**config.mk**
```make
export PLATFORM = sky130hd
export DESIGN_NAME = ctc_top
export DESIGN_NICKNAME = d
export VERILOG_FILES = /design/src/ctc_pkg.sv /design/src/ctc_trig_if.sv /design/src/ctc_top.sv /design/src/ctc_trig_sync.sv
export VERILOG_INCLUDE_DIRS = /design/src
export SDC_FILE = /design/constraint.sdc
export NUM_CORES = 1
export LEC_CHECK = 0
export BUFFER_PORTS_ARGS = -buffer_cell sky130_fd_sc_hd__buf_2
export CORE_MARGIN = 10
export CORE_UTILIZATION = 50
export CTS_CLUSTER_SIZE = 40
export DETAILED_ROUTE_END_ITERATION = 10
export PLACE_DENSITY = 0.79
export SETUP_SLACK_MARGIN = 0.15
export SLEW_MARGIN = 0
export SYNTH_ARGS = -nofsm -noshare
export SYNTH_HDL_FRONTEND = slang
export SYNTH_SLANG_ARGS = --single-unit
```
**constraint.sdc**
```tcl
create_clock -name mclk -period 1.75 [get_ports mclk]
set_clock_uncertainty 0.05 [all_clocks]
set_input_delay 0.35 -clock mclk [delete_from_list [all_inputs] [get_ports mclk]]
set_output_delay 0.35 -clock mclk [all_outputs]
set_load 0.005 [all_outputs]
```
**src/ctc_cfg.svh**
```systemverilog
// Purpose: Constants for the channel trigger control block.
// Assumes: Included by its bare name from the package and the modules.
// Notes: Offsets are byte addresses on the 8-bit parallel bus.
`ifndef CTC_CFG_SVH
`define CTC_CFG_SVH

// ****************************************
// Layout
// ****************************************
`define CTC_NCH 3
`define CTC_CH0_OFS 8'hC0
`define CTC_CH1_OFS 8'hD0
`define CTC_CH2_OFS 8'hE0
`define CTC_CTRL_RST 8'h00
`define CTC_BIT_HSEQ 7
`define CTC_BIT_BEGIN 6
`define CTC_BIT_HBYTE 5
`define CTC_BIT_TP 4
`define CTC_BIT_TE 3
`define CTC_BIT_LRST 2
`define CTC_BIT_TRST 1
`define CTC_BIT_RSVD 0
`define CTC_PTR_W 16
`define CTC_SYNC_FILL 3'h4

`endif

```
**src/ctc_pkg.sv**
```systemverilog
// Purpose: Types shared by the channel trigger control modules.
// Assumes: Constants come from the cfg header.
// Notes: The state of ctc_top and of ctc_trig_sync is one packed struct each.
`include "ctc_cfg.svh"

package ctc_pkg;

    typedef struct packed {
        logic tp;
        logic te;
        logic begin_sequence;
        logic halt_after_byte;
        logic halt_after_sequence;
        logic armed;
        logic startReq;
        logic busErr;
        logic lenRst;
        logic tblRst;
        logic [`CTC_PTR_W-1:0] dataPtr;
    } ctc_chan_t;

    typedef struct packed {
        ctc_chan_t [`CTC_NCH-1:0] ch;
        logic [7:0] rdData;
    } ctc_state_t;

    typedef struct packed {
        logic s1;
        logic s2;
        logic s3;
        logic lvl;
        logic tick;
        logic [2:0] fill;
    } ctc_sync_t;

endpackage

```
**src/ctc_trig_if.sv**
```systemverilog
// Purpose: Carries polarity to a trigger synchroniser and its tick back.
// Assumes: One instance per channel.
// Notes: Tick is a one-cycle pulse on mclk.
`timescale 1ns/1ps

interface ctc_trig_if;
    logic polarity;
    logic tick;
    modport sync (input polarity, output tick);
    modport ctrl (output polarity, input tick);
endinterface

```
**src/ctc_top.sv**
```systemverilog
// Purpose: Per-channel control registers and trigger pacing of a 3-channel serial controller.
// Assumes: Host uses a synchronous 8-bit bus on mclk; the serial engine is on mclk.
// Notes: Reads return data one cycle after the read strobe.
`timescale 1ns/1ps
`include "ctc_cfg.svh"

module ctc_top
    import ctc_pkg::*;
(
    // Clock and reset
    input wire logic mclk,
    input wire logic rst_n,
    // Host parallel bus
    input wire logic [7:0] addr,
    input wire logic [7:0] wrData,
    input wire logic wrEn,
    input wire logic rdEn,
    output logic [7:0] rdData,
    // Trigger pins
    input wire logic [`CTC_NCH-1:0] trigPin,
    // Status from the serial engine
    input wire logic [`CTC_NCH-1:0] chBusy,
    input wire logic [`CTC_NCH-1:0] busFree,
    input wire logic [`CTC_NCH-1:0] stopSeen,
    input wire logic [`CTC_NCH-1:0] seqEnd,
    // Transaction position per channel
    input wire logic [`CTC_NCH-1:0][7:0] txnSel,
    input wire logic [`CTC_NCH-1:0][7:0] txnOfs,
    // Requests to the serial engine
    output logic [`CTC_NCH-1:0] startReq,
    output logic [`CTC_NCH-1:0] busErr,
    output logic [`CTC_NCH-1:0] haltAfterByte,
    output logic [`CTC_NCH-1:0] haltAfterSeq,
    output logic [`CTC_NCH-1:0] triggerMode,
    // Pointer control
    output logic [`CTC_NCH-1:0] lenPtrReset,
    output logic [`CTC_NCH-1:0] tablePtrReset,
    output logic [`CTC_NCH-1:0][`CTC_PTR_W-1:0] dataPtr
);

    ctc_state_t q;
    ctc_state_t d;
    logic [`CTC_NCH-1:0] tick;

    // ****************************************
    // Address decode
    // ****************************************
    // Returns a hit flag above a two-bit channel index.
    function automatic logic [2:0] decodeChan(input logic [7:0] a);
        logic [2:0] r;
        r = 3'h0;
        unique case (a)
            `CTC_CH0_OFS: r = 3'h4;
            `CTC_CH1_OFS: r = 3'h5;
            `CTC_CH2_OFS: r = 3'h6;
            default: r = 3'h0;
        endcase
        return r;
    endfunction

    // ****************************************
    // Trigger synchronisers
    // ****************************************
    genvar g;
    generate
        for (g = 0; g < `CTC_NCH; g++)
        begin : gSync
            ctc_trig_if tif ();
            assign tif.polarity = q.ch[g].tp;
            assign tick[g] = tif.tick;
            ctc_trig_sync uSync (
                .mclk(mclk),
                .rst_n(rst_n),
                .trigPin(trigPin[g]),
                .trig(tif)
            );
        end
    endgenerate

    // ****************************************
    // Register and sequencing logic
    // ****************************************
    always_comb
    begin
        logic act;
        logic hit;
        logic [2:0] wsel;
        logic [2:0] rsel;
        act = 1'b0;
        hit = 1'b0;
        wsel = decodeChan(addr);
        rsel = wsel;
        d = q;
        d.rdData = 8'h00;
        for (int i = 0; i < `CTC_NCH; i++)
        begin
            act = q.ch[i].begin_sequence | chBusy[i];
            hit = wrEn && wsel[2] && (wsel[1:0] == 2'(i));
            d.ch[i].startReq = 1'b0;
            d.ch[i].busErr = 1'b0;
            d.ch[i].lenRst = 1'b0;
            d.ch[i].tblRst = 1'b0;
            // Arming lags the begin bit by a cycle, so a coincident tick is lost.
            d.ch[i].armed = q.ch[i].begin_sequence & q.ch[i].te;
            if (stopSeen[i])
            begin
                // A seen STOP ends the channel and drops both halt requests.
                d.ch[i].halt_after_byte = 1'b0;
                d.ch[i].halt_after_sequence = 1'b0;
                d.ch[i].begin_sequence = 1'b0;
            end
            // In trigger mode the loop count never ends the sequence.
            if (seqEnd[i] && !q.ch[i].te)
                d.ch[i].begin_sequence = 1'b0;
            // Ticks only count when enabled, armed and no halt is pending.
            if (tick[i] && q.ch[i].te && q.ch[i].armed && q.ch[i].begin_sequence &&
                !q.ch[i].halt_after_byte && !q.ch[i].halt_after_sequence)
                d.ch[i].startReq = 1'b1;
            if (hit)
            begin
                if (!act)
                begin
                    d.ch[i].tp = wrData[`CTC_BIT_TP];
                    d.ch[i].te = wrData[`CTC_BIT_TE];
                    if (wrData[`CTC_BIT_BEGIN])
                    begin
                        if (busFree[i])
                        begin
                            d.ch[i].begin_sequence = 1'b1;
                            // Without trigger mode the START goes out at once.
                            d.ch[i].startReq = !wrData[`CTC_BIT_TE];
                        end
                        else
                            d.ch[i].busErr = 1'b1;
                    end
                end
                // Halt requests only land on a running channel; set beats clear.
                if (q.ch[i].begin_sequence)
                begin
                    d.ch[i].halt_after_byte = d.ch[i].halt_after_byte | wrData[`CTC_BIT_HBYTE];
                    d.ch[i].halt_after_sequence = d.ch[i].halt_after_sequence | wrData[`CTC_BIT_HSEQ];
                end
                d.ch[i].lenRst = wrData[`CTC_BIT_LRST];
                d.ch[i].tblRst = wrData[`CTC_BIT_TRST];
                if (wrData[`CTC_BIT_TRST])
                    d.ch[i].dataPtr = {txnSel[i], txnOfs[i]};
            end
            if (rdEn && rsel[2] && (rsel[1:0] == 2'(i)))
            begin
                // Pulse bits and the reserved bit always read as zero.
                d.rdData = `CTC_CTRL_RST;
                d.rdData[`CTC_BIT_HSEQ] = q.ch[i].halt_after_sequence;
                d.rdData[`CTC_BIT_BEGIN] = q.ch[i].begin_sequence;
                d.rdData[`CTC_BIT_HBYTE] = q.ch[i].halt_after_byte;
                d.rdData[`CTC_BIT_TP] = q.ch[i].tp;
                d.rdData[`CTC_BIT_TE] = q.ch[i].te;
            end
        end
    end

    always_ff @(posedge mclk or negedge rst_n)
    begin
        if (!rst_n)
            q <= '0;
        else
            q <= d;
    end

    // ****************************************
    // Outputs and checks
    // ****************************************
    assign rdData = q.rdData;

    generate
        for (g = 0; g < `CTC_NCH; g++)
        begin : gOut
            assign startReq[g] = q.ch[g].startReq;
            assign busErr[g] = q.ch[g].busErr;
            assign haltAfterByte[g] = q.ch[g].halt_after_byte;
            // The byte-level halt masks the sequence-level one.
            assign haltAfterSeq[g] = q.ch[g].halt_after_sequence & ~q.ch[g].halt_after_byte;
            assign triggerMode[g] = q.ch[g].te;
            assign lenPtrReset[g] = q.ch[g].lenRst;
            assign tablePtrReset[g] = q.ch[g].tblRst;
            assign dataPtr[g] = q.ch[g].dataPtr;

            a_tp_frozen: assert property (@(posedge mclk) disable iff (!rst_n)
                (q.ch[g].begin_sequence || chBusy[g]) |=> $stable(q.ch[g].tp))
                else $error("polarity changed while active");
            a_te_frozen: assert property (@(posedge mclk) disable iff (!rst_n)
                (q.ch[g].begin_sequence || chBusy[g]) |=> $stable(q.ch[g].te))
                else $error("trigger enable changed while active");
            a_te_ignore: assert property (@(posedge mclk) disable iff (!rst_n)
                (!q.ch[g].te && !wrEn) |=> !q.ch[g].startReq)
                else $error("start while trigger disabled without a write");
            a_arm_delay: assert property (@(posedge mclk) disable iff (!rst_n)
                ($rose(q.ch[g].begin_sequence) && q.ch[g].te) |-> !q.ch[g].startReq ##1
                !q.ch[g].startReq)
                else $error("trigger start too soon after begin");
            // Back-to-back writes may legally keep the pulse up for a second cycle.
            a_len_pulse: assert property (@(posedge mclk) disable iff (!rst_n)
                (wrEn && decodeChan(addr) == {1'b1, 2'(g)} && wrData[`CTC_BIT_LRST])
                |=> lenPtrReset[g] ##1
                (!lenPtrReset[g] || $past(wrEn && wrData[`CTC_BIT_LRST])))
                else $error("length pointer reset pulse wrong");
            a_tbl_load: assert property (@(posedge mclk) disable iff (!rst_n)
                (wrEn && decodeChan(addr) == {1'b1, 2'(g)} && wrData[`CTC_BIT_TRST])
                |=> tablePtrReset[g] && dataPtr[g] == {$past(txnSel[g]), $past(txnOfs[g])})
                else $error("table reset or data pointer load wrong");
            a_halt_ignored: assert property (@(posedge mclk) disable iff (!rst_n)
                (!q.ch[g].begin_sequence && !q.ch[g].halt_after_byte) |=> !q.ch[g].halt_after_byte)
                else $error("halt set while not begun");
            a_halt_prio: assert property (@(posedge mclk) disable iff (!rst_n)
                !(haltAfterSeq[g] && haltAfterByte[g]))
                else $error("both halt requests asserted");
            a_bus_err: assert property (@(posedge mclk) disable iff (!rst_n)
                (wrEn && decodeChan(addr) == {1'b1, 2'(g)} && wrData[`CTC_BIT_BEGIN]
                && !q.ch[g].begin_sequence && !chBusy[g] && !busFree[g])
                |=> busErr[g] && !q.ch[g].begin_sequence)
                else $error("busy bus not reported");
            a_stop_clear: assert property (@(posedge mclk) disable iff (!rst_n)
                (stopSeen[g] && !wrEn) |=> !q.ch[g].halt_after_sequence && !q.ch[g].begin_sequence)
                else $error("halt not cleared on stop");
        end
    endgenerate

    a_rd_pulse_zero: assert property (@(posedge mclk) disable iff (!rst_n)
        rdData[2:0] == 3'h0)
        else $error("pulse or reserved bits read nonzero");

endmodule

```
**src/ctc_trig_sync.sv**
```systemverilog
// Purpose: Synchronise one trigger pin and detect edges of one polarity.
// Assumes: Pin is asynchronous to mclk.
// Notes: A change counts once the second and third flops agree.
`timescale 1ns/1ps
`include "ctc_cfg.svh"

module ctc_trig_sync
    import ctc_pkg::*;
(
    // Clock and reset
    input wire logic mclk,
    input wire logic rst_n,
    // Pin
    input wire logic trigPin,
    // Tick toward the control logic
    ctc_trig_if.sync trig
);

    ctc_sync_t q;
    ctc_sync_t d;

    // ****************************************
    // Edge detection
    // ****************************************
    always_comb
    begin
        d = q;
        d.s1 = trigPin;
        d.s2 = q.s1;
        d.s3 = q.s2;
        d.tick = 1'b0;
        // Ticks wait until the flops hold the real pin level, so a pin resting high
        // through reset is not taken for a rising edge.
        if (q.fill != `CTC_SYNC_FILL)
            d.fill = 3'(q.fill + 3'h1);
        if (q.s2 == q.s3)
        begin
            d.lvl = q.s3;
            // A rising edge ends high with polarity 0, a falling one low with 1.
            d.tick = (q.fill == `CTC_SYNC_FILL) && (q.s3 != q.lvl) &&
                (q.s3 != trig.polarity);
        end
    end

    always_ff @(posedge mclk or negedge rst_n)
    begin
        if (!rst_n)
            q <= '0;
        else
            q <= d;
    end

    assign trig.tick = q.tick;

    a_tick_single: assert property (@(posedge mclk) disable iff (!rst_n)
        trig.tick |=> !trig.tick) else $error("trigger tick longer than one cycle");

endmodule
```
---- Word level (Yosys, flattened, before mapping) ----
Index checks and enable logic that the tools add are counted.
storage, ports and cells
  bits in registers ....................... 110
  input bits .............................. 83
  output and inout port bits .............. 77
  word-level logic and storage cells ...... 194
cells by class
  add/sub/neg operators ................... 3
  equal/unequal tests ..................... 20
  muxes and demuxes ....................... 49
  bitwise gates (word level) .............. 21
  reduce and logical (&&, ||, !) cells .... 49
operators with widths
  cell                 number
  $mux 20              3
  $mux 16              3
  $logic_and 1x1->1    32
  $eq 8x8->1 const B   3
  $mux 1               24
  $mux 8               3
  $mux 2               9
  $mux 3               6
  $reduce_and 2->1     6
  $logic_not 1->1      10
  $add 3x1->3 const B  3
  $eq 3x3->1 const B   3
  $ne 3x3->1 const B   3
  $or 1x1->1           9
  $pmux 3 s3           1
  $and 1x1->1          6
  $ne 1x1->1           6
  $not 1->1            6
  $eq 1x1->1           3
  $eq 2x1->1 const B   1
  $eq 2x2->1 const B   1
  $logic_not 2->1      1

---- Logic depth before layout (Yosys ltp) ----
Gate-level depths: netlist of the first run.
  depth after elaboration ................. 10
  depth in mapped cells ................... 5
  depth with buffers taken out ............ 5

---- Modules after synthesis ----
Synthesis of the first run repeated with hierarchy kept, for this count alone.
unflattened totals
  cell total of the unflattened synthesis .. 373
  area total of the unflattened synthesis .. 4874.7 µm²
modules (own cells, without submodules)
  module         instances  cells an instance  area an instance (µm²)  seq. area each (µm²)
  ctc_top        1          307                3928.8                  2077.0
  ctc_trig_sync  3          22                 315.3                   200.2

---- Least setup slack after synthesis of the first run ----
No wires, ideal clock.
  kind .................................... input to register
  start ................................... in addr[1]
  end ..................................... reg q, in the netlist dataPtr[10]
  library setup time ...................... 0.125 ns
  arrival ................................. 2.009 ns
  required time ........................... 1.575 ns
  path slack .............................. -0.434 ns
  stages on the path ...................... 5
  path buffers ............................ 2
  cell sequence ........................... or4_1 > buf_2 > nor4_4 > buf_6 > mux2_2
on the way
  word-level cells in the longest chain between the ends .. 5
  elaborated cells between the ends (all ways) .. 8
  classes of those cells .................. eq/ne: 3; mux: 1; reduce/logical: 4
RTL lines
  item                                                  line            RTL
  start, declared                                       ctc_top.sv:14   input wire logic [7:0] addr,
  $eq 8x8->1                                            ctc_top.sv:52   unique case (a)
  $pmux 3 s3 *                                          ctc_top.sv:52
  $logic_not 2->1 or $logic_and 1x1->1 (tied branches)  ctc_top.sv:98   hit = wrEn && wsel[2] && (wsel[1:0] == 2'(i));
  $logic_and 1x1->1 *                                   ctc_top.sv:98
  $reduce_and 2->1 (no source line) *                   n/a
  end signal, assigned                                  ctc_top.sv:164  q <= '0;
  end signal, assigned                                  ctc_top.sv:166  q <= d;
  end, declared                                         ctc_top.sv:41   ctc_state_t q;
Every way passes the cells marked *; elsewhere a longest branch is shown, timed or not.
A chain may end at the register's enable or synchronous reset.

---- Worst setup path after layout of the first run ----
  start ................................... in addr[1]
  end ..................................... reg q, in the netlist dataPtr[9]
The elaborated chain is that of the path after synthesis.

==> metrics.txt, run 1 <==
WP data required=1950 ps; most frequent cell after synthesis=dfrtp_1; power per cell area=767 nW/µm²; Fillers=737; Vias=3159; RSZ-0062 raised after global routing=yes; half-perimeter wire length after placement=8.86 mm; initial antenna violation count=0; Reg-to-Reg End=gSync[0].tif.polarity$_DFFE_PN0P_; initial DRC count=190; Crit path largest cell delay=590 ps; TNS Setup=0 ps; vias in the first global route=3321; P_leak=3.08 nW; reg2reg setup slack=340 ps; hold endpoint=gSync[0].uSync.d[6]$_DFF_PN0_; first-pass detailed-route iteration total=4; final WL=11.4 mm; core area=9240 µm²; crit-path max FO=8; top cells by area in the synthesized netlist=dfrtp_1 (56%), mux2_2 (13%), buf_4 (12%), nor2_1 (2.5%), ha_1 (1.6%); DR vias/cell=4.99; clk root buf=clkbuf_8; Worst path top cell family by delay=simple AND/OR/NAND/NOR gates; crit path DAT=1930 ps; PnR worst setup slack=17.5 ps; ys flop type=dfrtp_1; Distinct cells, synth=35; cell chain of the critical path=buf_6 -> or4_4 -> nor4_4 -> buf_6 -> clkbuf_16 -> mux2_2; critical path endpoint category=register; Die H=118 µm; Worst Hold Class=in2reg; final cell count without fillers=633; hold path start=trigPin[0]; P&R area growth vs syn=21.1%; clk_lat worst skew=360 ps; # port buffers=155; # diodes=0; dpl ws=-320 ps; Post-synth EDFFs=0; # H-tree levels=3; Clock Path Buffers=2; GP Congestion=0.834; critical path depth=6; dpl cells=611; max-cap check violation count=0; Yosys top cell by area=dfrtp_1; nets=588; FFs w/ async S/R, synth=1.00; synth warn=0; Worst Setup Start Kind=input pin; Inserted Clock Buffers=9; I/O pins=160; fin crit share=0.990; CP Class=in2reg; final setup vio count=0; Die W=118 µm; Synth Instances=389; die area=13800 µm²; largest net degree at the start of global routing=34; hold depth=1; drt wl/cell=18.0 µm; Peak supply drop=593 µV; worst reg-to-reg path cell count=3; first-pass GRT wire length=17.5 mm; outcome=finished, final reports clean; layout cell share with drive strength beyond 1=0.504; CP max stage cell=or4_4; drt drc=0; CTS tree=yes; Final Hold Vio Count=0; clk sinks=107; DRT antenna net count=0; Tot Pwr=4.42 mW; GRT overflow=0; Fmax=577 MHz; post-synthesis register bit count=107; Max Slew Vio Count=0; Tmin final=1730 ps; Synth top area share=0.562; syn_area_per_cell=12.2 µm²; RR Startpoint=q[31]$_DFF_PN0_; final cell utilization of the core=0.624; crit-path most repeated cell=buf_6; Clock Pin Slew Worst Setup and Hold Paths=100 ps; sequential area share after synthesis=0.562; Crit path buffers/inverters=3; starting density of the core=0.515; # rows=35; Post-Syn Area=4760 µm²; synth cell count leaders=dfrtp_1 (107), buf_4 (74), mux2_2 (54), nor2_1 (32), nand2_1 (16); gr usage total=0.156
-- cell families (layout without fill, tap and decap cells) --
family / after synthesis / count (layout) / share of synthesized area
DFF: 107 / 107 / 0.562
and+or+nand+nor: 96 / 96 / 0.110
buffers and inverters: 94 / 207 / 0.137
muxes: 54 / 54 / 0.128
AOI/OAI and AO/OA: 25 / 25 / 0.0336
adders and majority gates: 9 / 9 / 0.0221
xor gates and xnor gates: 3 / 3 / 0.00552
other: 1 / 3 / 0.000788
-- what timing repair did --
| item | CTS | global route |
|---|---|---|
| gates cloned | 0 | 2 |
| setup endpoints to repair | 18 | 23 |
| hold buffers | 1 | 0 |
| setup buffers | 0 | 3 |
| gates resized for setup | 0 | 13 |
| endpoints found under the hold margin | 18 | 0 |
-- worst register-to-register path: cells and delay by family, from the launching register on --
family | cells | cell delay, ps
flip-flops | 1 | 440
multiplexers | 1 | 300
AND/OR/NAND/NOR | 2 | 520
-- how the worst max path moves through the flow --
stage,from,end,slack (ps)
after floorplan,addr[1],dataPtr[10]$_DFFE_PN0P_,-370
after global placement,addr[1],dataPtr[14]$_DFFE_PN0P_,-290
after detailed placement,addr[1],dataPtr[11]$_DFFE_PN0P_,-320
after CTS,addr[1],dataPtr[10]$_DFFE_PN0P_,70
after global routing,addr[1],dataPtr[9]$_DFFE_PN0P_,9
final,addr[1],dataPtr[9]$_DFFE_PN0P_,20
-- registers in the layout (all words and copies together) (netlist names) --
register	cells
busErr	3
dataPtr	48
gSync.tif.polarity	3
gSync.uSync.d	6
gSync.uSync.q	15
gSync.uSync.trig.tick	3
haltAfterByte	3
lenPtrReset	3
q	9
rdData	5
startReq	3
tablePtrReset	3
triggerMode	3
-- metal layers --
| layer | track usage | part of all wire | vias to the layer above |
|---|---|---|---|
| met5 | 0 | 0 | - |
| met4 | 0.0518 | 0.021 | 0 |
| met3 | 0.0518 | 0.068 | 23 |
| met2 | 0.267 | 0.51 | 122 |
| met1 | 0.179 | 0.40 | 1546 |
| li1 | - | - | 1468 |
-- report_power, final --
group | total, mW | internal [mW] | switching (mW)
Sequential | 2.56 | 2.53 | 0.0337
Combinational | 0.350 | 0.186 | 0.165
Clock | 1.51 | 0.701 | 0.813
-- cell type report --
class,instances,area [µm²],area share
Clock inverter,6,63.8,0.0111
Inverter,12,45.0,0.00782
Timing Repair Buffer,179,1070,0.186
Multi-Input combinational cell,190,1600,0.278
Sequential cell,107,2680,0.465
Clock buffer,10,138,0.0239
Tap cell,129,161,0.0280
-- cell usage in the layout, fill, tap and decap left out, drive strengths merged, types with 2 or more instances in the layout --
cell and instances:
buf 176, dfrtp 107, mux2 54, nor2 32, nand2 16, inv 13
clkbuf 12, o21ai 9, nor3 9, nand4 7, nand3 7, o22ai 6
ha 6, a2bb2oi 5, nand3b 4, and2 3, nor4bb 3, a31oi 3
nand2b 3, xnor2 3, maj3 3, conb 3, nor2b 2, nand4b 2
and4b 2, a211oi 2, clkinvlp 2, clkinv 2, nor4 2
-- per-stage QoR --
stage,hold slack (ps),instance area [µm²]
2_1_floorplan,4.41,4900
3_3_place_gp,216,5430
3_5_place_dp,212,5430
4_1_cts,19.2,5640
5_1_grt,8.25,5760
6_report,36.8,5760
No activity file was read; power rests on OpenSTA's default activity.
==> run 2: changes to the inputs <==
ABC_AREA = 1   (was not set)
CORE_UTILIZATION = 51   (was 50)
PLACE_DENSITY = 0.8   (was 0.79)
==> run 2 against run 1 <==
Compared with the run above:
- first-iteration DRC count up 12%
- global-route usage up 0.27 points
- routed wire length down 2.3%
- total power down 4.5%
- largest power group unchanged
==> metrics.txt, run 2 <==
DRT antenna net count=0 (unchanged); synth warn=0 (unchanged); die area=13900 µm² (+0.55%); Post-synth EDFFs=0 (unchanged); TNS Setup=0 ps (unchanged); Crit path buffers/inverters=2 (-1); nets=722 (+23%); first-pass detailed-route iteration total=4 (unchanged); max-cap check violation count=0 (unchanged); Post-CTS Resized=0 (unchanged); vias in the first global route=3742 (+13%); # diodes=0 (unchanged); gr usage total=0.159 (+0.00271); most frequent cell after synthesis=nand2_1; final cell utilization of the core=0.592 (-0.0318); initial antenna violation count=1 (+1); outcome=finished, final reports clean; # port buffers=155 (unchanged); Max Slew Vio Count=0 (unchanged); Tot Pwr=4.22 mW (-4.5%); first-pass GRT wire length=18.2 mm (+4.2%); commonest cells after routing, fill and taps aside=nand2_1 (189), buf_2 (154), dfrtp_1 (107); Die H=118 µm (+0.28%); Setup Fix Bufs, Post-CTS=0 (unchanged); WP data required=1350 ps (-600 ps); FFs w/ async S/R, synth=1.00 (unchanged); final cell count without fillers=767 (+21%); Largest register FFs=48 (unchanged); power per cell area=769 nW/µm² (+0.16%); drt wl/cell=14.5 µm (-19%); # H-tree levels=3 (unchanged); GP Congestion=0.858 (+2.9%); Peak supply drop=415 µV (-30%); Tmin final=1430 ps (-303 ps); Inserted Clock Buffers=9 (unchanged); fin crit share=0.817 (-0.173); quantity of hold-fixing buffers added after cts=1 (unchanged); Worst path top cell family by delay=flip-flops; sequential area share after synthesis=0.548 (-0.0147); core area=9280 µm² (+0.47%); Final Hold Vio Count=0 (unchanged); synth cell count leaders=nand2_1 (189), dfrtp_1 (107), buf_4 (75), nor2_1 (38), inv_1 (35); CTS tree=yes; P_leak=3.35 nW (+8.9%); initial DRC count=213 (+12%); Post-Syn Area=4890 µm² (+2.7%); Synth Instances=535 (+38%); Worst Hold Class=in2reg; Clock Pin Slew Worst Setup and Hold Paths=100 ps (about the same); Fillers=838 (+14%); Yosys top cell by area=dfrtp_1; most common cell after layout, fill and taps aside=nand2_1; Distinct cells, synth=30 (-14%); I/O pins=160 (unchanged); crit-path max FO=3 (-5); Vias=3603 (+14%); layout cell share with drive strength beyond 1=0.310 (-0.194); CP Class=reg2out; DR vias/cell=4.70 (-5.9%); dpl cells=750 (+23%); drt drc=0 (unchanged); critical path endpoint category=output port; final WL=11.1 mm (-2.3%); Synth top area share=0.548 (-0.0147); top cells by area in the synthesized netlist=dfrtp_1 (55%), nand2_1 (15%), buf_4 (12%), nor2_1 (2.9%), inv_1 (2.7%); CP max stage cell=dfrtp_1; syn_area_per_cell=9.14 µm² (-25%); final setup vio count=0 (unchanged); Fin Hold WS=42.2 ps (+5.44 ps); clk sinks=107 (unchanged); Worst Setup Start Kind=register; clk root buf=clkbuf_8; GRT overflow=0 (unchanged); starting density of the core=0.527 (+0.0113); cell chain of the critical path=inv_1 -> nor2_1 -> buf_2; ys flop type=dfrtp_1; Die W=118 µm (+0.28%); half-perimeter wire length after placement=8.83 mm (-0.42%); Fmax=700 MHz (+21%); RSZ-0062 raised after global routing=no; Crit path largest cell delay=400 ps (-190 ps); P&R area growth vs syn=12.4%; # rows=35 (unchanged); clk_lat worst skew=350 ps (about the same); Clock Path Buffers=2 (unchanged); largest net degree at the start of global routing=36 (+5.9%); post-synthesis register bit count=107 (unchanged); crit path DAT=1030 ps (-900 ps)
==> run 2: per-layer routing <==
metal,routed length [µm],global-route usage,part of all wire
met1,4450,0.175,0.40
met2,5870,0.289,0.53
met3,549,0.0384,0.049
met4,219,0.0564,0.020
met5,13,0,0.0012
==> run 2: area by class of cell <==
type	instances	area [µm²]	area share
Multi-Input combinational cell	310	1440	0.262
Clock inverter	7	52.6	0.00956
Inverter	40	159	0.0289
Tap cell	129	161	0.0294
Timing Repair Buffer	165	881	0.160
Sequential cell	107	2680	0.487
Clock buffer	9	124	0.0225
==> run 2: through the flow <==
stage / worst slack [ps] / instance area, µm²
global placement: 68.4 / 5310
floorplan: 245 / 4900
global route: 241 / 5500
detailed placement: 33.3 / 5310
CTS: 308 / 5500
finish: 321 / 5500
==> run 2: cells by family after synthesis <==
kind of cell    after synthesis  synth area share
simple gates                267             0.235
buf+inv                     120             0.159
flops                       107             0.548
compound gates               28            0.0312
xor+xnor                      6            0.0108
fa+ha+maj                     6            0.0154
other cells                   1          0.000767
==> run 2: report_power, final <==
part           internal, mW  switching (mW)  total [mW]
clock                 0.528           0.848        1.38
sequential             2.52          0.0295        2.55
combinational         0.132           0.163       0.295
total                  3.18            1.04        4.22
==> run 2: worst reg2reg max path, stage by stage, from the launching register on <==
cell and delay, ps:
dfrtp_1 410, inv_1 70, ha_1 150, nand2_1 120
a211oi_1 260
==> run 2: final timing paths <==
kind	from	to	slack, ps	cells past startpoint
min	trigPin[1]	gSync[1].uSync.d[6]$_DFF_PN0_	40	1
max reg2reg	gSync[1].uSync.q[0]$_DFFE_PN0P_	gSync[1].uSync.trig.tick$_DFF_PN0_	590	4
min reg2reg	gSync[0].uSync.d[6]$_DFF_PN0_	gSync[0].uSync.d[5]$_DFF_PN0_	310	0
max in group asynchronous	rst_n	tablePtrReset[0]$_DFF_PN0_	660	3
min in group asynchronous	rst_n	gSync[1].uSync.d[5]$_DFF_PN0_	430	2
max	q[29]$_DFF_PN0_	haltAfterSeq[0]	320	3
